**config.mk**
```make
export PLATFORM = sky130hd
export DESIGN_NAME = btc_ctrl
export DESIGN_NICKNAME = d
export VERILOG_FILES = /design/src/design/btc_pkg.sv /design/src/design/btc_ctrl.sv
export SDC_FILE = /design/constraint.sdc
export NUM_CORES = 1
export LEC_CHECK = 0
export BUFFER_PORTS_ARGS = -buffer_cell sky130_fd_sc_hd__clkbuf_2
export CAP_MARGIN = 5
export CELL_PAD_IN_SITES_DETAIL_PLACEMENT = 0
export CELL_PAD_IN_SITES_GLOBAL_PLACEMENT = 2
export CORE_MARGIN = 2
export CORE_UTILIZATION = 41
export DETAILED_ROUTE_END_ITERATION = 16
export PLACE_DENSITY_LB_ADDON = 0.08
export SLEW_MARGIN = 20
export SYNTH_ARGS = -nofsm -noshare
export SYNTH_HDL_FRONTEND = slang
export SYNTH_SLANG_ARGS = --single-unit
```
**constraint.sdc**
```tcl
create_clock -name core_clk -period 12.6 [get_ports core_clk]
set_input_delay 0.63 -clock core_clk [delete_from_list [all_inputs] [get_ports core_clk]]
set_output_delay 0.63 -clock core_clk [all_outputs]
set_load 0.005 [all_outputs]
```
**src/design/btc_pkg.sv**
```systemverilog
// constants, types and register map of the batch counting timer control block
package btc_pkg;
   // clock and one-shot tick timing
   localparam int unsigned CLK_PERIOD_NS = 50;
   localparam int unsigned TENTH_S_NS    = 100_000_000;
   localparam int unsigned TICK_CYC      = TENTH_S_NS / CLK_PERIOD_NS;

   // register byte offsets
   localparam logic [7:0] OFS_STATUS   = 8'h00;
   localparam logic [7:0] OFS_BATCH_PV = 8'h04;
   localparam logic [7:0] OFS_TIMER_SV = 8'h08;
   localparam logic [7:0] OFS_BATCH_SV = 8'h0C;
   localparam logic [7:0] OFS_OSH_TIME = 8'h10;

   // values after reset, limits and power-up restore delay
   localparam logic [15:0] SV_RST      = 16'h0000;
   localparam logic [15:0] BSV_RST     = 16'h0000;
   localparam logic [11:0] OSH_RST     = 12'h001;
   localparam logic [11:0] OSH_MIN     = 12'h001;
   localparam logic [15:0] BCD_MAX     = 16'h9999;
   localparam logic [1:0]  RESTORE_CYC = 2'h3;

   // error codes shown on the display
   localparam logic [1:0] ERR_NONE = 2'h0;
   localparam logic [1:0] ERR_CPU  = 2'h1;
   localparam logic [1:0] ERR_MEM  = 2'h2;

   // bus responses
   localparam logic [1:0] RESP_OKAY   = 2'h0;
   localparam logic [1:0] RESP_SLVERR = 2'h2;

   typedef enum logic [0:0] {
      MODE_RUN = 1'b0,
      MODE_SET = 1'b1
   } btc_mode_e;

   typedef enum logic [0:0] {
      VIEW_PV    = 1'b0,
      VIEW_BATCH = 1'b1
   } btc_view_e;

   // front panel keys, one bit per key
   typedef struct packed {
      logic [3:0] inc;
      logic       mode;
      logic       disp;
      logic       batch;
      logic       reset;
   } btc_keys_s;

   // status word layout
   typedef struct packed {
      logic [1:0] err;
      logic       view;
      logic       mode;
      logic       batch_out;
      logic       ctrl_out;
   } btc_status_s;
endpackage : btc_pkg

```
**src/design/btc_ctrl.sv**
```systemverilog
// batch counting timer front panel, set value edit, control and batch outputs
// What this block does
// - each digit key press raises its column by one, any order
// - while editing, control output turns on once set value drops to or below present
// - leading zeros of the batch set value are blanked
// - batch key shows batch count in run mode, display key returns to present value
// - timing keeps running when run mode switches to setting mode
// - mode key ignored while key protection is on
// - setting mode changes held pending until run mode returns
// - one-shot output time programmable from 0.1 s to 99.9 s
// - batch count held at zero while batch reset is on
// - batch set value zero: counting goes on, batch output set only by power-up restore
// - batch count wraps from 9999 to zero
// - timer reset key or input leaves batch count and output alone
// - batch output state restored after power returns
// - lowering batch set value below count turns batch output on
// - batch output stays on after set value raised; only batch reset or a fault clears
// - fault shows error code, clears present value, forces outputs off
// - batch output set when batch count equals batch set value
// - batch reset rising edge clears count and output, counts ignored meanwhile
//
// Our own choices: the address map and the AXI4-Lite slave port.
module btc_ctrl #(
   parameter int unsigned TICK_CYC = btc_pkg::TICK_CYC
) (
   // clock and reset
   input  wire  logic              core_clk,
   input  wire  logic              rst,
   // operator pins
   input  wire  btc_pkg::btc_keys_s keys,
   input  wire  logic              tmr_reset_in,
   input  wire  logic              batch_reset_in,
   input  wire  logic              key_protect_in,
   input  wire  logic              cpu_fault_in,
   input  wire  logic              mem_fault_in,
   input  wire  logic              batch_saved_in,
   // timing core
   input  wire  logic [15:0]       timer_pv,
   input  wire  logic              timing_done,
   output logic                    pv_clear,
   output logic                    timing_run,
   // outputs and display
   output logic                    ctrl_out,
   output logic                    batch_out,
   output logic [3:0]              batch_blank,
   output logic [1:0]              err_code,
   output logic                    view_batch,
   output logic                    setting_mode,
   // axi4-lite slave
   input  wire  logic [7:0]        s_axi_awaddr,
   input  wire  logic              s_axi_awvalid,
   output logic                    s_axi_awready,
   input  wire  logic [31:0]       s_axi_wdata,
   input  wire  logic [3:0]        s_axi_wstrb,
   input  wire  logic              s_axi_wvalid,
   output logic                    s_axi_wready,
   output logic [1:0]              s_axi_bresp,
   output logic                    s_axi_bvalid,
   input  wire  logic              s_axi_bready,
   input  wire  logic [7:0]        s_axi_araddr,
   input  wire  logic              s_axi_arvalid,
   output logic                    s_axi_arready,
   output logic [31:0]             s_axi_rdata,
   output logic [1:0]              s_axi_rresp,
   output logic                    s_axi_rvalid,
   input  wire  logic              s_axi_rready
);
   function automatic logic [3:0] dig_inc(input logic [3:0] d);
      return (d >= 4'h9) ? 4'h0 : d + 4'h1;
   endfunction

   function automatic logic [15:0] bcd4_inc(input logic [15:0] v);
      logic [15:0] r;
      logic        c;
      r = v;
      c = 1'b1;
      for (int i = 0; i < 4; i++) begin
         if (c) begin
            r[i*4 +: 4] = dig_inc(v[i*4 +: 4]);
            c = (v[i*4 +: 4] >= 4'h9);
         end
      end
      return r;
   endfunction

   function automatic logic [9:0] bcd3_bin(input logic [11:0] b);
      return 10'(b[11:8]) * 10'h064 + 10'(b[7:4]) * 10'h00A + 10'(b[3:0]);
   endfunction

   // synchronise every pin, then find rising edges
   logic [13:0] sync1_r, sync2_r, prev_r, rise;
   always_ff @(posedge core_clk or posedge rst) begin
      if (rst) begin
         sync1_r <= 14'h0000;
         sync2_r <= 14'h0000;
         prev_r  <= 14'h0000;
      end else begin
         sync1_r <= {keys, tmr_reset_in, batch_reset_in, key_protect_in,
                     cpu_fault_in, mem_fault_in, batch_saved_in};
         sync2_r <= sync1_r;
         prev_r  <= sync2_r;
      end
   end
   assign rise = sync2_r & ~prev_r;

   btc_pkg::btc_keys_s key_p;
   logic tmr_rst_s, brst_s, brst_rise, protect_s, cpu_s, mem_s, saved_s;
   assign key_p     = rise[13:6];
   assign tmr_rst_s = sync2_r[5];
   assign brst_s    = sync2_r[4];
   assign brst_rise = rise[4];
   assign protect_s = sync2_r[3];
   assign cpu_s     = sync2_r[2];
   assign mem_s     = sync2_r[1];
   assign saved_s   = sync2_r[0];

   // bus write decode
   logic        aw_have_r, w_have_r, bvalid_r, rvalid_r;
   logic [7:0]  awaddr_r;
   logic [31:0] wdata_r, rdata_r;
   logic [3:0]  wstrb_r;
   logic [1:0]  bresp_r, rresp_r;
   logic        wr_go, wr_sv, wr_bsv;
   assign wr_go  = aw_have_r && w_have_r && !bvalid_r;
   assign wr_sv  = wr_go && awaddr_r == btc_pkg::OFS_TIMER_SV;
   assign wr_bsv = wr_go && awaddr_r == btc_pkg::OFS_BATCH_SV;

   // mode, view and error state
   btc_pkg::btc_mode_e mode_r;
   btc_pkg::btc_view_e view_r;
   logic [1:0] err_r;
   logic       rst_key_p;
   assign rst_key_p = key_p.reset;

   always_ff @(posedge core_clk or posedge rst) begin
      if (rst) begin
         mode_r <= btc_pkg::MODE_RUN;
      end else begin
         unique case (mode_r)
            btc_pkg::MODE_RUN: begin
               if (key_p.mode && !protect_s) begin
                  mode_r <= btc_pkg::MODE_SET;
               end
            end
            btc_pkg::MODE_SET: begin
               if (key_p.disp) begin
                  mode_r <= btc_pkg::MODE_RUN;
               end
            end
         endcase
      end
   end

   always_ff @(posedge core_clk or posedge rst) begin
      if (rst) begin
         view_r <= btc_pkg::VIEW_PV;
      end else if (key_p.disp) begin
         view_r <= btc_pkg::VIEW_PV;
      end else if (key_p.batch && mode_r == btc_pkg::MODE_RUN) begin
         view_r <= btc_pkg::VIEW_BATCH;
      end
   end

   always_ff @(posedge core_clk or posedge rst) begin
      if (rst) begin
         err_r <= btc_pkg::ERR_NONE;
      end else if (cpu_s) begin
         err_r <= btc_pkg::ERR_CPU;
      end else if (mem_s) begin
         err_r <= btc_pkg::ERR_MEM;
      end else if (rst_key_p) begin
         err_r <= btc_pkg::ERR_NONE;
      end
   end

   // set values: live run-mode edits, pending setting-mode edits
   logic [15:0] sv_r, bsv_r;
   logic [11:0] osh_pend_r, osh_act_r, osh_edit;
   logic        hold_pend_r, hold_act_r;
   always_comb begin
      osh_edit = osh_pend_r;
      for (int i = 0; i < 3; i++) begin
         if (key_p.inc[i]) begin
            osh_edit[i*4 +: 4] = dig_inc(osh_pend_r[i*4 +: 4]);
         end
      end
   end

   always_ff @(posedge core_clk or posedge rst) begin
      if (rst) begin
         sv_r  <= btc_pkg::SV_RST;
         bsv_r <= btc_pkg::BSV_RST;
      end else begin
         for (int i = 0; i < 4; i++) begin
            if (key_p.inc[i] && mode_r == btc_pkg::MODE_RUN) begin
               if (view_r == btc_pkg::VIEW_PV) begin
                  sv_r[i*4 +: 4] <= dig_inc(sv_r[i*4 +: 4]);
               end else begin
                  bsv_r[i*4 +: 4] <= dig_inc(bsv_r[i*4 +: 4]);
               end
            end
         end
         if (wr_sv) begin
            if (wstrb_r[0]) sv_r[7:0] <= wdata_r[7:0];
            if (wstrb_r[1]) sv_r[15:8] <= wdata_r[15:8];
         end
         if (wr_bsv) begin
            if (wstrb_r[0]) bsv_r[7:0] <= wdata_r[7:0];
            if (wstrb_r[1]) bsv_r[15:8] <= wdata_r[15:8];
         end
      end
   end

   always_ff @(posedge core_clk or posedge rst) begin
      if (rst) begin
         osh_pend_r  <= btc_pkg::OSH_RST;
         osh_act_r   <= btc_pkg::OSH_RST;
         hold_pend_r <= 1'b1;
         hold_act_r  <= 1'b1;
      end else if (mode_r == btc_pkg::MODE_SET) begin
         // one-shot time never below 0.1 s
         osh_pend_r <= (osh_edit == 12'h000) ? btc_pkg::OSH_MIN : osh_edit;
         if (key_p.inc[3]) begin
            hold_pend_r <= !hold_pend_r;
         end
         if (key_p.disp) begin
            osh_act_r  <= osh_pend_r;
            hold_act_r <= hold_pend_r;
         end
      end
   end

   logic [3:0] blank_r;
   always_ff @(posedge core_clk or posedge rst) begin
      if (rst) begin
         blank_r <= 4'hE;
      end else begin
         blank_r[3] <= bsv_r[15:12] == 4'h0;
         blank_r[2] <= bsv_r[15:8] == 8'h00;
         blank_r[1] <= bsv_r[15:4] == 12'h000;
         blank_r[0] <= 1'b0;
      end
   end

   // control output with one-shot timer
   logic        ctrl_hit, ctrl_latch_r, ctrl_out_r, pv_clear_r, run_r;
   logic [9:0]  osh_left_r;
   logic [31:0] tick_r;
   assign ctrl_hit = timer_pv >= sv_r;

   always_ff @(posedge core_clk or posedge rst) begin
      if (rst) begin
         tick_r <= 32'h0000_0000;
      end else begin
         tick_r <= (tick_r >= TICK_CYC - 1) ? 32'h0000_0000 : tick_r + 32'h0000_0001;
      end
   end

   always_ff @(posedge core_clk or posedge rst) begin
      if (rst) begin
         ctrl_latch_r <= 1'b0;
         osh_left_r   <= 10'h000;
      end else if (err_r != btc_pkg::ERR_NONE || tmr_rst_s || rst_key_p) begin
         ctrl_latch_r <= 1'b0;
         osh_left_r   <= 10'h000;
      end else if (ctrl_hit && !ctrl_latch_r) begin
         ctrl_latch_r <= 1'b1;
         osh_left_r   <= bcd3_bin(osh_act_r);
      end else if (tick_r == 32'h0000_0000 && osh_left_r != 10'h000) begin
         osh_left_r <= osh_left_r - 10'h001;
      end
   end

   always_ff @(posedge core_clk or posedge rst) begin
      if (rst) begin
         ctrl_out_r <= 1'b0;
         pv_clear_r <= 1'b0;
         run_r      <= 1'b0;
      end else begin
         ctrl_out_r <= ctrl_latch_r && (hold_act_r || osh_left_r != 10'h000)
                       && err_r == btc_pkg::ERR_NONE;
         pv_clear_r <= tmr_rst_s || rst_key_p || err_r != btc_pkg::ERR_NONE;
         run_r      <= err_r == btc_pkg::ERR_NONE;
      end
   end

   // batch counter, timer reset never reaches it
   logic [15:0] bcount_r;
   logic        bout_r, count_ev, restore_load, bhit;
   logic [1:0]  restore_cnt_r;
   assign restore_load = restore_cnt_r == btc_pkg::RESTORE_CYC - 2'h1;
   assign count_ev     = timing_done && !brst_s;
   assign bhit         = bsv_r != 16'h0000 && bcount_r >= bsv_r;

   always_ff @(posedge core_clk or posedge rst) begin
      if (rst) begin
         restore_cnt_r <= 2'h0;
      end else if (restore_cnt_r != btc_pkg::RESTORE_CYC) begin
         restore_cnt_r <= restore_cnt_r + 2'h1;
      end
   end

   always_ff @(posedge core_clk or posedge rst) begin
      if (rst) begin
         bcount_r <= 16'h0000;
      // held at zero under batch reset
      end else if (brst_s || err_r != btc_pkg::ERR_NONE) begin
         bcount_r <= 16'h0000;
      // one count per completed timing, wraps
      end else if (count_ev) begin
         bcount_r <= bcd4_inc(bcount_r);
      end
   end

   always_ff @(posedge core_clk or posedge rst) begin
      if (rst) begin
         bout_r <= 1'b0;
      end else if (err_r != btc_pkg::ERR_NONE || brst_rise) begin
         bout_r <= 1'b0;
      // reload saved state after power up
      end else if (restore_load) begin
         bout_r <= saved_s;
      end else if (bhit) begin
         bout_r <= 1'b1;
      end
   end

   // axi4-lite slave
   always_ff @(posedge core_clk or posedge rst) begin
      if (rst) begin
         aw_have_r <= 1'b0;
         w_have_r  <= 1'b0;
         bvalid_r  <= 1'b0;
         awaddr_r  <= 8'h00;
         wdata_r   <= 32'h0000_0000;
         wstrb_r   <= 4'h0;
         bresp_r   <= btc_pkg::RESP_OKAY;
      end else begin
         if (s_axi_awvalid && s_axi_awready) begin
            aw_have_r <= 1'b1;
            awaddr_r  <= s_axi_awaddr;
         end
         if (s_axi_wvalid && s_axi_wready) begin
            w_have_r <= 1'b1;
            wdata_r  <= s_axi_wdata;
            wstrb_r  <= s_axi_wstrb;
         end
         if (wr_go) begin
            aw_have_r <= 1'b0;
            w_have_r  <= 1'b0;
            bvalid_r  <= 1'b1;
            bresp_r   <= (wr_sv || wr_bsv) ? btc_pkg::RESP_OKAY : btc_pkg::RESP_SLVERR;
         end else if (s_axi_bready) begin
            bvalid_r <= 1'b0;
         end
      end
   end

   btc_pkg::btc_status_s st;
   assign st = '{err: err_r, view: view_r, mode: mode_r, batch_out: bout_r,
                 ctrl_out: ctrl_out_r};

   always_ff @(posedge core_clk or posedge rst) begin
      if (rst) begin
         rvalid_r <= 1'b0;
         rdata_r  <= 32'h0000_0000;
         rresp_r  <= btc_pkg::RESP_OKAY;
      end else if (s_axi_arvalid && s_axi_arready) begin
         rvalid_r <= 1'b1;
         rresp_r  <= btc_pkg::RESP_OKAY;
         unique case (s_axi_araddr)
            btc_pkg::OFS_STATUS:   rdata_r <= {26'h0000000, st};
            btc_pkg::OFS_BATCH_PV: rdata_r <= {16'h0000, bcount_r};
            btc_pkg::OFS_TIMER_SV: rdata_r <= {16'h0000, sv_r};
            btc_pkg::OFS_BATCH_SV: rdata_r <= {16'h0000, bsv_r};
            btc_pkg::OFS_OSH_TIME: rdata_r <= {19'h00000, hold_act_r, osh_act_r};
            default: begin
               rdata_r <= 32'h0000_0000;
               rresp_r <= btc_pkg::RESP_SLVERR;
            end
         endcase
      end else if (s_axi_rready) begin
         rvalid_r <= 1'b0;
      end
   end

   assign s_axi_awready = !aw_have_r && !bvalid_r;
   assign s_axi_wready  = !w_have_r && !bvalid_r;
   assign s_axi_bvalid  = bvalid_r;
   assign s_axi_bresp   = bresp_r;
   assign s_axi_arready = !rvalid_r;
   assign s_axi_rvalid  = rvalid_r;
   assign s_axi_rdata   = rdata_r;
   assign s_axi_rresp   = rresp_r;

   assign ctrl_out     = ctrl_out_r;
   assign batch_out    = bout_r;
   assign batch_blank  = blank_r;
   assign err_code     = err_r;
   assign view_batch   = view_r == btc_pkg::VIEW_BATCH;
   assign setting_mode = mode_r == btc_pkg::MODE_SET;
   assign pv_clear     = pv_clear_r;
   assign timing_run   = run_r;
endmodule // btc_ctrl

```
Yosys cells after proc, flatten, opt, wreduce, memory -nomap -nowiden
Index checks and enable logic that the tools add are counted.
{"block": "op_classes", "add_sub_neg": 20, "n_mul": 2, "magnitude_cmp": 18, "eq_ne": 8, "mux": 82, "bitwise_logic": 3, "reduce_logical": 66}
{"cell": "4-bit two-way mux", "count": 37}
{"cell": "16-bit case mux with 5 select lines", "count": 1}
{"cell": "16-bit two-way mux", "count": 4}
{"cell": "4-bit by 1-bit adder with 4-bit output (second input constant)", "count": 15}
{"cell": "4-bit >= comparator (second input constant)", "count": 15}
{"cell": "32-bit by 1-bit adder with 32-bit output (second input constant)", "count": 1}
{"cell": "8-bit by 4-bit equality test with 1-bit output (second input constant)", "count": 4}
{"cell": "16-bit >= comparator", "count": 2}
{"cell": "32-bit by 21-bit >= comparator with 1-bit output (second input constant)", "count": 1}
{"cell": "32-bit zero test", "count": 1}
{"cell": "32-bit two-way mux", "count": 1}
{"cell": "8-bit two-way mux", "count": 4}
{"cell": "10-bit two-way mux", "count": 3}
{"cell": "1-bit two-way mux", "count": 25}
{"cell": "12-bit zero test", "count": 2}
{"cell": "2-bit nonzero test", "count": 11}
{"cell": "1-bit logical AND", "count": 21}
{"cell": "8-bit zero test", "count": 2}
{"cell": "16-bit nonzero test", "count": 1}
{"cell": "14-bit bitwise AND", "count": 1}
{"cell": "14-bit NOT", "count": 1}
{"cell": "12-bit two-way mux", "count": 1}
{"cell": "10-bit by 4-bit adder with 10-bit output", "count": 1}
{"cell": "10-bit by 8-bit adder with 10-bit output", "count": 1}
{"cell": "19 further kinds", "count": 43}
{"block": "word_totals", "reg_bits": 238, "input_bits": 90, "out_inout_bits": 53, "elab_cells": 234}

Logic depth before layout (Yosys ltp)
{"block": "logic_depth", "ltp_word": 13, "mapped_depth": 12, "ltp_nobuf": 12}

Worst setup path after synthesis
No wires, ideal clock.
{"block": "synth_path", "path_type": "reg-to-reg", "from": "register osh_act_r[5]", "to": "register osh_left_r[9]", "setup_time_ps": 119, "arrival_ps": 3143, "required_ps": 12481, "path_slack_ps": 9338, "stages_incl_launch_ff": 13, "path_buffers": 0, "synth_period_minus_slack_ps": 3262, "cell_sequence": "dfrtp_1 ha_1 ha_1 fa_1 xor2_1 ha_1 ha_1 and3_1 a221o_1 o41ai_1 xnor2_1 a21oi_1 o21a_1"}
{"block": "synth_between", "elab_chain_len": 5}
{"element": "start, declared", "line": "btc_ctrl.sv:178", "text": "logic [11:0] osh_pend_r, osh_act_r, osh_edit;"}
{"element": "start signal, assigned", "line": "btc_ctrl.sv:217", "text": "osh_act_r <= btc_pkg::OSH_RST;"}
{"element": "start signal, assigned", "line": "btc_ctrl.sv:227", "text": "osh_act_r <= osh_pend_r;"}
{"element": "4-bit by 3-bit multiplier with 7-bit output", "line": "btc_ctrl.sv:87", "text": "return 10'(b[11:8]) * 10'h064 + 10'(b[7:4]) * 10'h00A + 10'(b[3:0]);"}
{"element": "10-bit by 8-bit adder with 10-bit output", "line": "btc_ctrl.sv:87"}
{"element": "10-bit by 4-bit adder with 10-bit output", "line": "btc_ctrl.sv:87"}
{"element": "10-bit two-way mux", "line": "btc_ctrl.sv:266", "text": "end else if (ctrl_hit && !ctrl_latch_r) begin"}
{"element": "10-bit two-way mux", "line": "btc_ctrl.sv:263", "text": "end else if (err_r != btc_pkg::ERR_NONE || tmr_rst_s || rst_key_p) begin"}
{"element": "end signal, assigned", "line": "btc_ctrl.sv:268", "text": "osh_left_r <= bcd3_bin(osh_act_r);"}
{"element": "end signal, assigned", "line": "btc_ctrl.sv:270", "text": "osh_left_r <= osh_left_r - 10'h001;"}
{"element": "end, declared", "line": "btc_ctrl.sv:247", "text": "logic [9:0] osh_left_r;"}
Every way passes these cells.
A chain may end at the register's enable or synchronous reset.

Worst setup path after layout
Same ends and word-level chain as after synthesis.

==> results.md <==
Worst setup path:
- The cell that appears most often on the critical path is sky130_fd_sc_hd__ha_1.
- Traced cell by cell, the critical path runs through ha_1, ha_1, fa_1, xor2_1, ha_1, ha_1, and3_1, a221o_1, o41ai_1, xnor2_1, a21oi_1, o21a_1.
- The number of cells on the worst reg-to-reg path is 12.
- Data on the critical path is required at its endpoint by 13.02 ns.
- The worst register-to-register path has a setup slack of between 9 and 10 ns.
- The critical register-to-register path startpoint is osh_act_r[5].
- The setup path with the least slack is of type reg -> reg.
- In this run the worst path has a maximum fanout of 4.
- The data arrival time at the worst-slack endpoint is 3.89 ns.
- The worst register-to-register path ends at osh_left_r[9].
- The cell with the largest stage delay on the worst path is sky130_fd_sc_hd__dfrtp_1.
- The worst setup path is launched from a flip-flop.
- The worst setup path is captured at a flip-flop.
- The stage delay of the slowest cell on the critical path is 0.43 ns.

Route:
- The number of vias after detailed routing is 8,577.
- The detailed router finished its first iteration with 517 violations.
- The first-pass iteration count of the detailed router is 5.
- Once detail routing completed, the nets flagged for antenna violations numbered 0.
- The detail-routed via count per cell is 5.15.
- The number of remaining DRC errors is 0.
- Wires add up to 28.1 mm.
- The average wire per standard cell is 16.9 um.

Place:
- The count of input and output buffers is 105.
- After legalization and detailed placement, the total HPWL measured 20.9 mm.
- The congestion estimate from routability-driven global placement came to a little over 0.8.

GRT:
- The wire length of the first global-routing pass is 46.0 mm.
- The maximum number of pins on one net before global-route repair is 97.
- The number of global-route vias before repair came to around 8.5k.
- The number of antenna violations at the first check in global routing is 1.
- The total track usage is 19.0%.
- The final global-route overflow total is 0.

STA:
- Static timing analysis puts the maximum clock frequency at 288 MHz.
- The worst hold-check slack is 0.163 ns.
- Headroom to the max-slew limit came out at 28.2%.
- The final number of hold-violating endpoints is 0.
- Setup repair after global routing left no endpoint under its margin.
- The final max-slew violation count is 0.
- The final clock period utilization by the worst path is 27.6%.
- The total negative setup slack is 0 ns.
- The transition time of the tightest slew-check pin is 1.07 ns.
- The clock arrives with 0.00808 ns of skew.
- The final setup violation count is 0.
- The final critical path time including I/O delays and setup is about 3.5 ns.

Finish:
- For this run, the post-layout net count is 1,470.
- In the layout the commonest cells are sky130_fd_sc_hd__dfrtp_1 (208), sky130_fd_sc_hd__nor2_1 (108), sky130_fd_sc_hd__ha_1 (108).
- Compared with the post-synthesis result, the final layout area differs by 15.4%.
- Leaving out fill and tap cells, the most frequent cell in the layout is sky130_fd_sc_hd__dfrtp_1.
- The number of inserted diodes is 0.
- The fraction of final layout cells with drive strength greater than 1 is 17.4%.

Clock tree:
- TritonCTS built the clock tree.
- After clock tree synthesis, the clock-pin slew on the worst setup and hold paths is 0.06 ns.
- Buffers inserted during clock tree synthesis total 26.
- The number of buffers inserted by hold repair at cts is 0.
- The latest clock arrival within the worst-skew pair is 0.53 ns.
- Post-CTS repair changed the size of 0 cells.
- The maximum number of buffers from clock root to sink is 3.
- CTS built an H-tree with a depth of 1.
- The post-CTS setup-driven buffer insertion count is 0.
- The root buffer cell is sky130_fd_sc_hd__clkbuf_16.
- Clock tree synthesis found a total of 215 sinks.

Power:
- Across the VDD grid, the largest voltage drop is 0.000101 V.
- The leakage power summed over all cells is 6.30 nW.
- Power spread over the standard cell area amounts to 195 mW/mm2.

Synth:
- Each instance of the synthesized netlist takes up on average 10.2 um2.
- The number of flops mapped to enable cells by yosys is 0.
- The number of standard cells after synthesis is 1,145.
- The count of state elements after synthesis is 215.
- The number of different library cells used by synthesis comes to 70.
- Of all flip-flops after synthesis, the portion carrying an async set or reset was between 90% and 100%.
- The total number of yosys warnings is 0.
- For this run, the leading register cell type out of synthesis is sky130_fd_sc_hd__dfrtp_1.
- The cell type with the largest total area after synthesis is sky130_fd_sc_hd__dfrtp_1.
- The top-area cell type share of the netlist area is 44.6%.
- The portion of the post-synthesis area used by sequential elements is 46.2%.
- The netlist area before placement is 0.0117 mm2.
- By area the synthesized netlist is led by sky130_fd_sc_hd__dfrtp_1 (45%), sky130_fd_sc_hd__ha_1 (12%), sky130_fd_sc_hd__a21oi_1 (4.2%).

Die:
- After floorplanning, the core was divided into 61 placement rows.
- The overall die width is 173 um.
- The number of top-level design ports is 143.
- The die covers 0.0298 mm2.
- The starting density of the core is a little over two fifths.
- The vertical die dimension is ~170 um.
- The standard cell core area is about 0.028 mm2.

Outcome:
- The flow ran to the end, and the final reports show no timing, DRC or antenna violations.

Run:
- The number of max-cap violations is 0.

Hold path:
- The kind of path behind the tightest hold check is in -> async.
-- per-stage QoR --
stage / instance area [um2] / cells / util, % / setup WS (ns) / total power [mW]
after detailed placement: 12600 / 1617 / 45.0 / 9.11 / 1.89
final: 13500 / 1664 / 48.2 / 9.13 / 2.63
after global placement: 12600 / 1617 / 45.0 / 9.12 / 1.87
after CTS: 13500 / 1664 / 48.2 / 9.08 / 2.66
after global routing: 13500 / 1664 / 48.2 / 8.90 / 2.83
after floorplan: 11800 / 1174 / - / 6.10 / 1.63
-- synthesized netlist by cell type, types with 3 or more instances --
library cell                count
sky130_fd_sc_hd__a31oi_1       10
sky130_fd_sc_hd__nand3_1       26
sky130_fd_sc_hd__and3_1         9
sky130_fd_sc_hd__or4_1          4
sky130_fd_sc_hd__and2_1         5
sky130_fd_sc_hd__a21boi_0       6
sky130_fd_sc_hd__o21ai_0       48
sky130_fd_sc_hd__a221oi_1       7
sky130_fd_sc_hd__a22oi_1        3
sky130_fd_sc_hd__nor3_1        23
sky130_fd_sc_hd__o21a_1        11
sky130_fd_sc_hd__a211oi_1       6
sky130_fd_sc_hd__nand2_1       73
sky130_fd_sc_hd__o311ai_0       4
sky130_fd_sc_hd__nor4_1         9
sky130_fd_sc_hd__nand4_1       10
sky130_fd_sc_hd__a21o_1        18
sky130_fd_sc_hd__a222oi_1       7
sky130_fd_sc_hd__o31ai_1        5
sky130_fd_sc_hd__fa_1           5
sky130_fd_sc_hd__ha_1         108
sky130_fd_sc_hd__dfstp_2        7
sky130_fd_sc_hd__xor2_1        21
sky130_fd_sc_hd__nor2b_1       15
sky130_fd_sc_hd__o211ai_1       3
sky130_fd_sc_hd__nor3b_1       13
sky130_fd_sc_hd__inv_1         79
sky130_fd_sc_hd__a41oi_1       10
sky130_fd_sc_hd__o21bai_1       5
sky130_fd_sc_hd__and4_1         5
sky130_fd_sc_hd__mux2_2        44
sky130_fd_sc_hd__o2bb2ai_1      7
sky130_fd_sc_hd__buf_4         21
sky130_fd_sc_hd__or3_1          5
sky130_fd_sc_hd__nor2_1       108
sky130_fd_sc_hd__xnor2_1       16
sky130_fd_sc_hd__a21oi_1       99
sky130_fd_sc_hd__dfrtp_1      208
sky130_fd_sc_hd__clkbuf_1      24
sky130_fd_sc_hd__nand3b_1       3
sky130_fd_sc_hd__nand2b_1      13
sky130_fd_sc_hd__mux2i_1        8
-- layout make-up --
class / instances / area (um2)
clock buffers: 33 / 737
clock inverters: 14 / 140
fillers: 2724 / 14500
inverters: 79 / 304
multi-input cells: 833 / 5840
flip-flops and latches: 215 / 5390
well taps: 378 / 473
repair buffers: 112 / 578
-- power breakdown --
| part | switching [mW] | internal (mW) | leakage [nW] | total, mW |
|---|---|---|---|---|
| logic | 0.448 | 0.388 | 3.16 | 0.836 |
| registers | 0.193 | 0.846 | 2.70 | 1.04 |
| clock network | 0.299 | 0.454 | 0.436 | 0.753 |
-- cells by family (layout without fill, tap and decap cells) --
kind of cell	Yosys count	in the layout	synth area share (%)
multiplexers	52	52	4.93
other	1	30	0.0322
AO/OA/AOI/OAI	269	269	14.7
XOR/XNOR	37	37	2.78
buffers and inverters	126	238	4.75
flip-flops	215	215	46.2
adder cells (fa/ha/maj)	113	113	12.4
AND/OR/NAND/NOR	332	332	14.1
-- worst max-delay path: cells and delay by family, from the launching register on --
family / cells / cell delay, ns
xor gates and xnor gates: 2 / 0.33
and+or+nand+nor: 1 / 0.17
AOI/OAI and AO/OA: 4 / 0.89
DFF: 1 / 0.43
adders and majority gates: 5 / 1.53
-- flip-flops by register name, indices dropped and copies added (netlist names), 2 cells and up --
register       flops
sv_r              16
bsv_r             16
batch_blank        3
err_code           2
osh_act_r         12
prev_r             9
wstrb_r            2
awaddr_r           8
osh_left_r        10
tick_r            32
osh_pend_r        12
wdata_r           16
sync2_r           14
bcount_r          16
sync1_r           14
s_axi_rdata       16
restore_cnt_r      2
-- per-layer routing --
metal / global-route usage [%] / part of all wire, %
met1: 28.7 / 50
met2: 29.0 / 44
met3: 2.75 / 4.0
met4: 4.10 / 1.9
met5: 0 / 0
-- worst max path at each step --
stage                 start             to  depth (start not counted)
2_1_floorplan           rst      aw_have_r                          1
3_3_place_gp   osh_act_r[5]  osh_left_r[9]                         12
3_5_place_dp   osh_act_r[5]  osh_left_r[9]                         12
4_1_cts        osh_act_r[5]  osh_left_r[9]                         12
5_1_grt        osh_act_r[5]  osh_left_r[9]                         12
6_report       osh_act_r[5]  osh_left_r[9]                         12
Power figures use the tool's default switching activity.
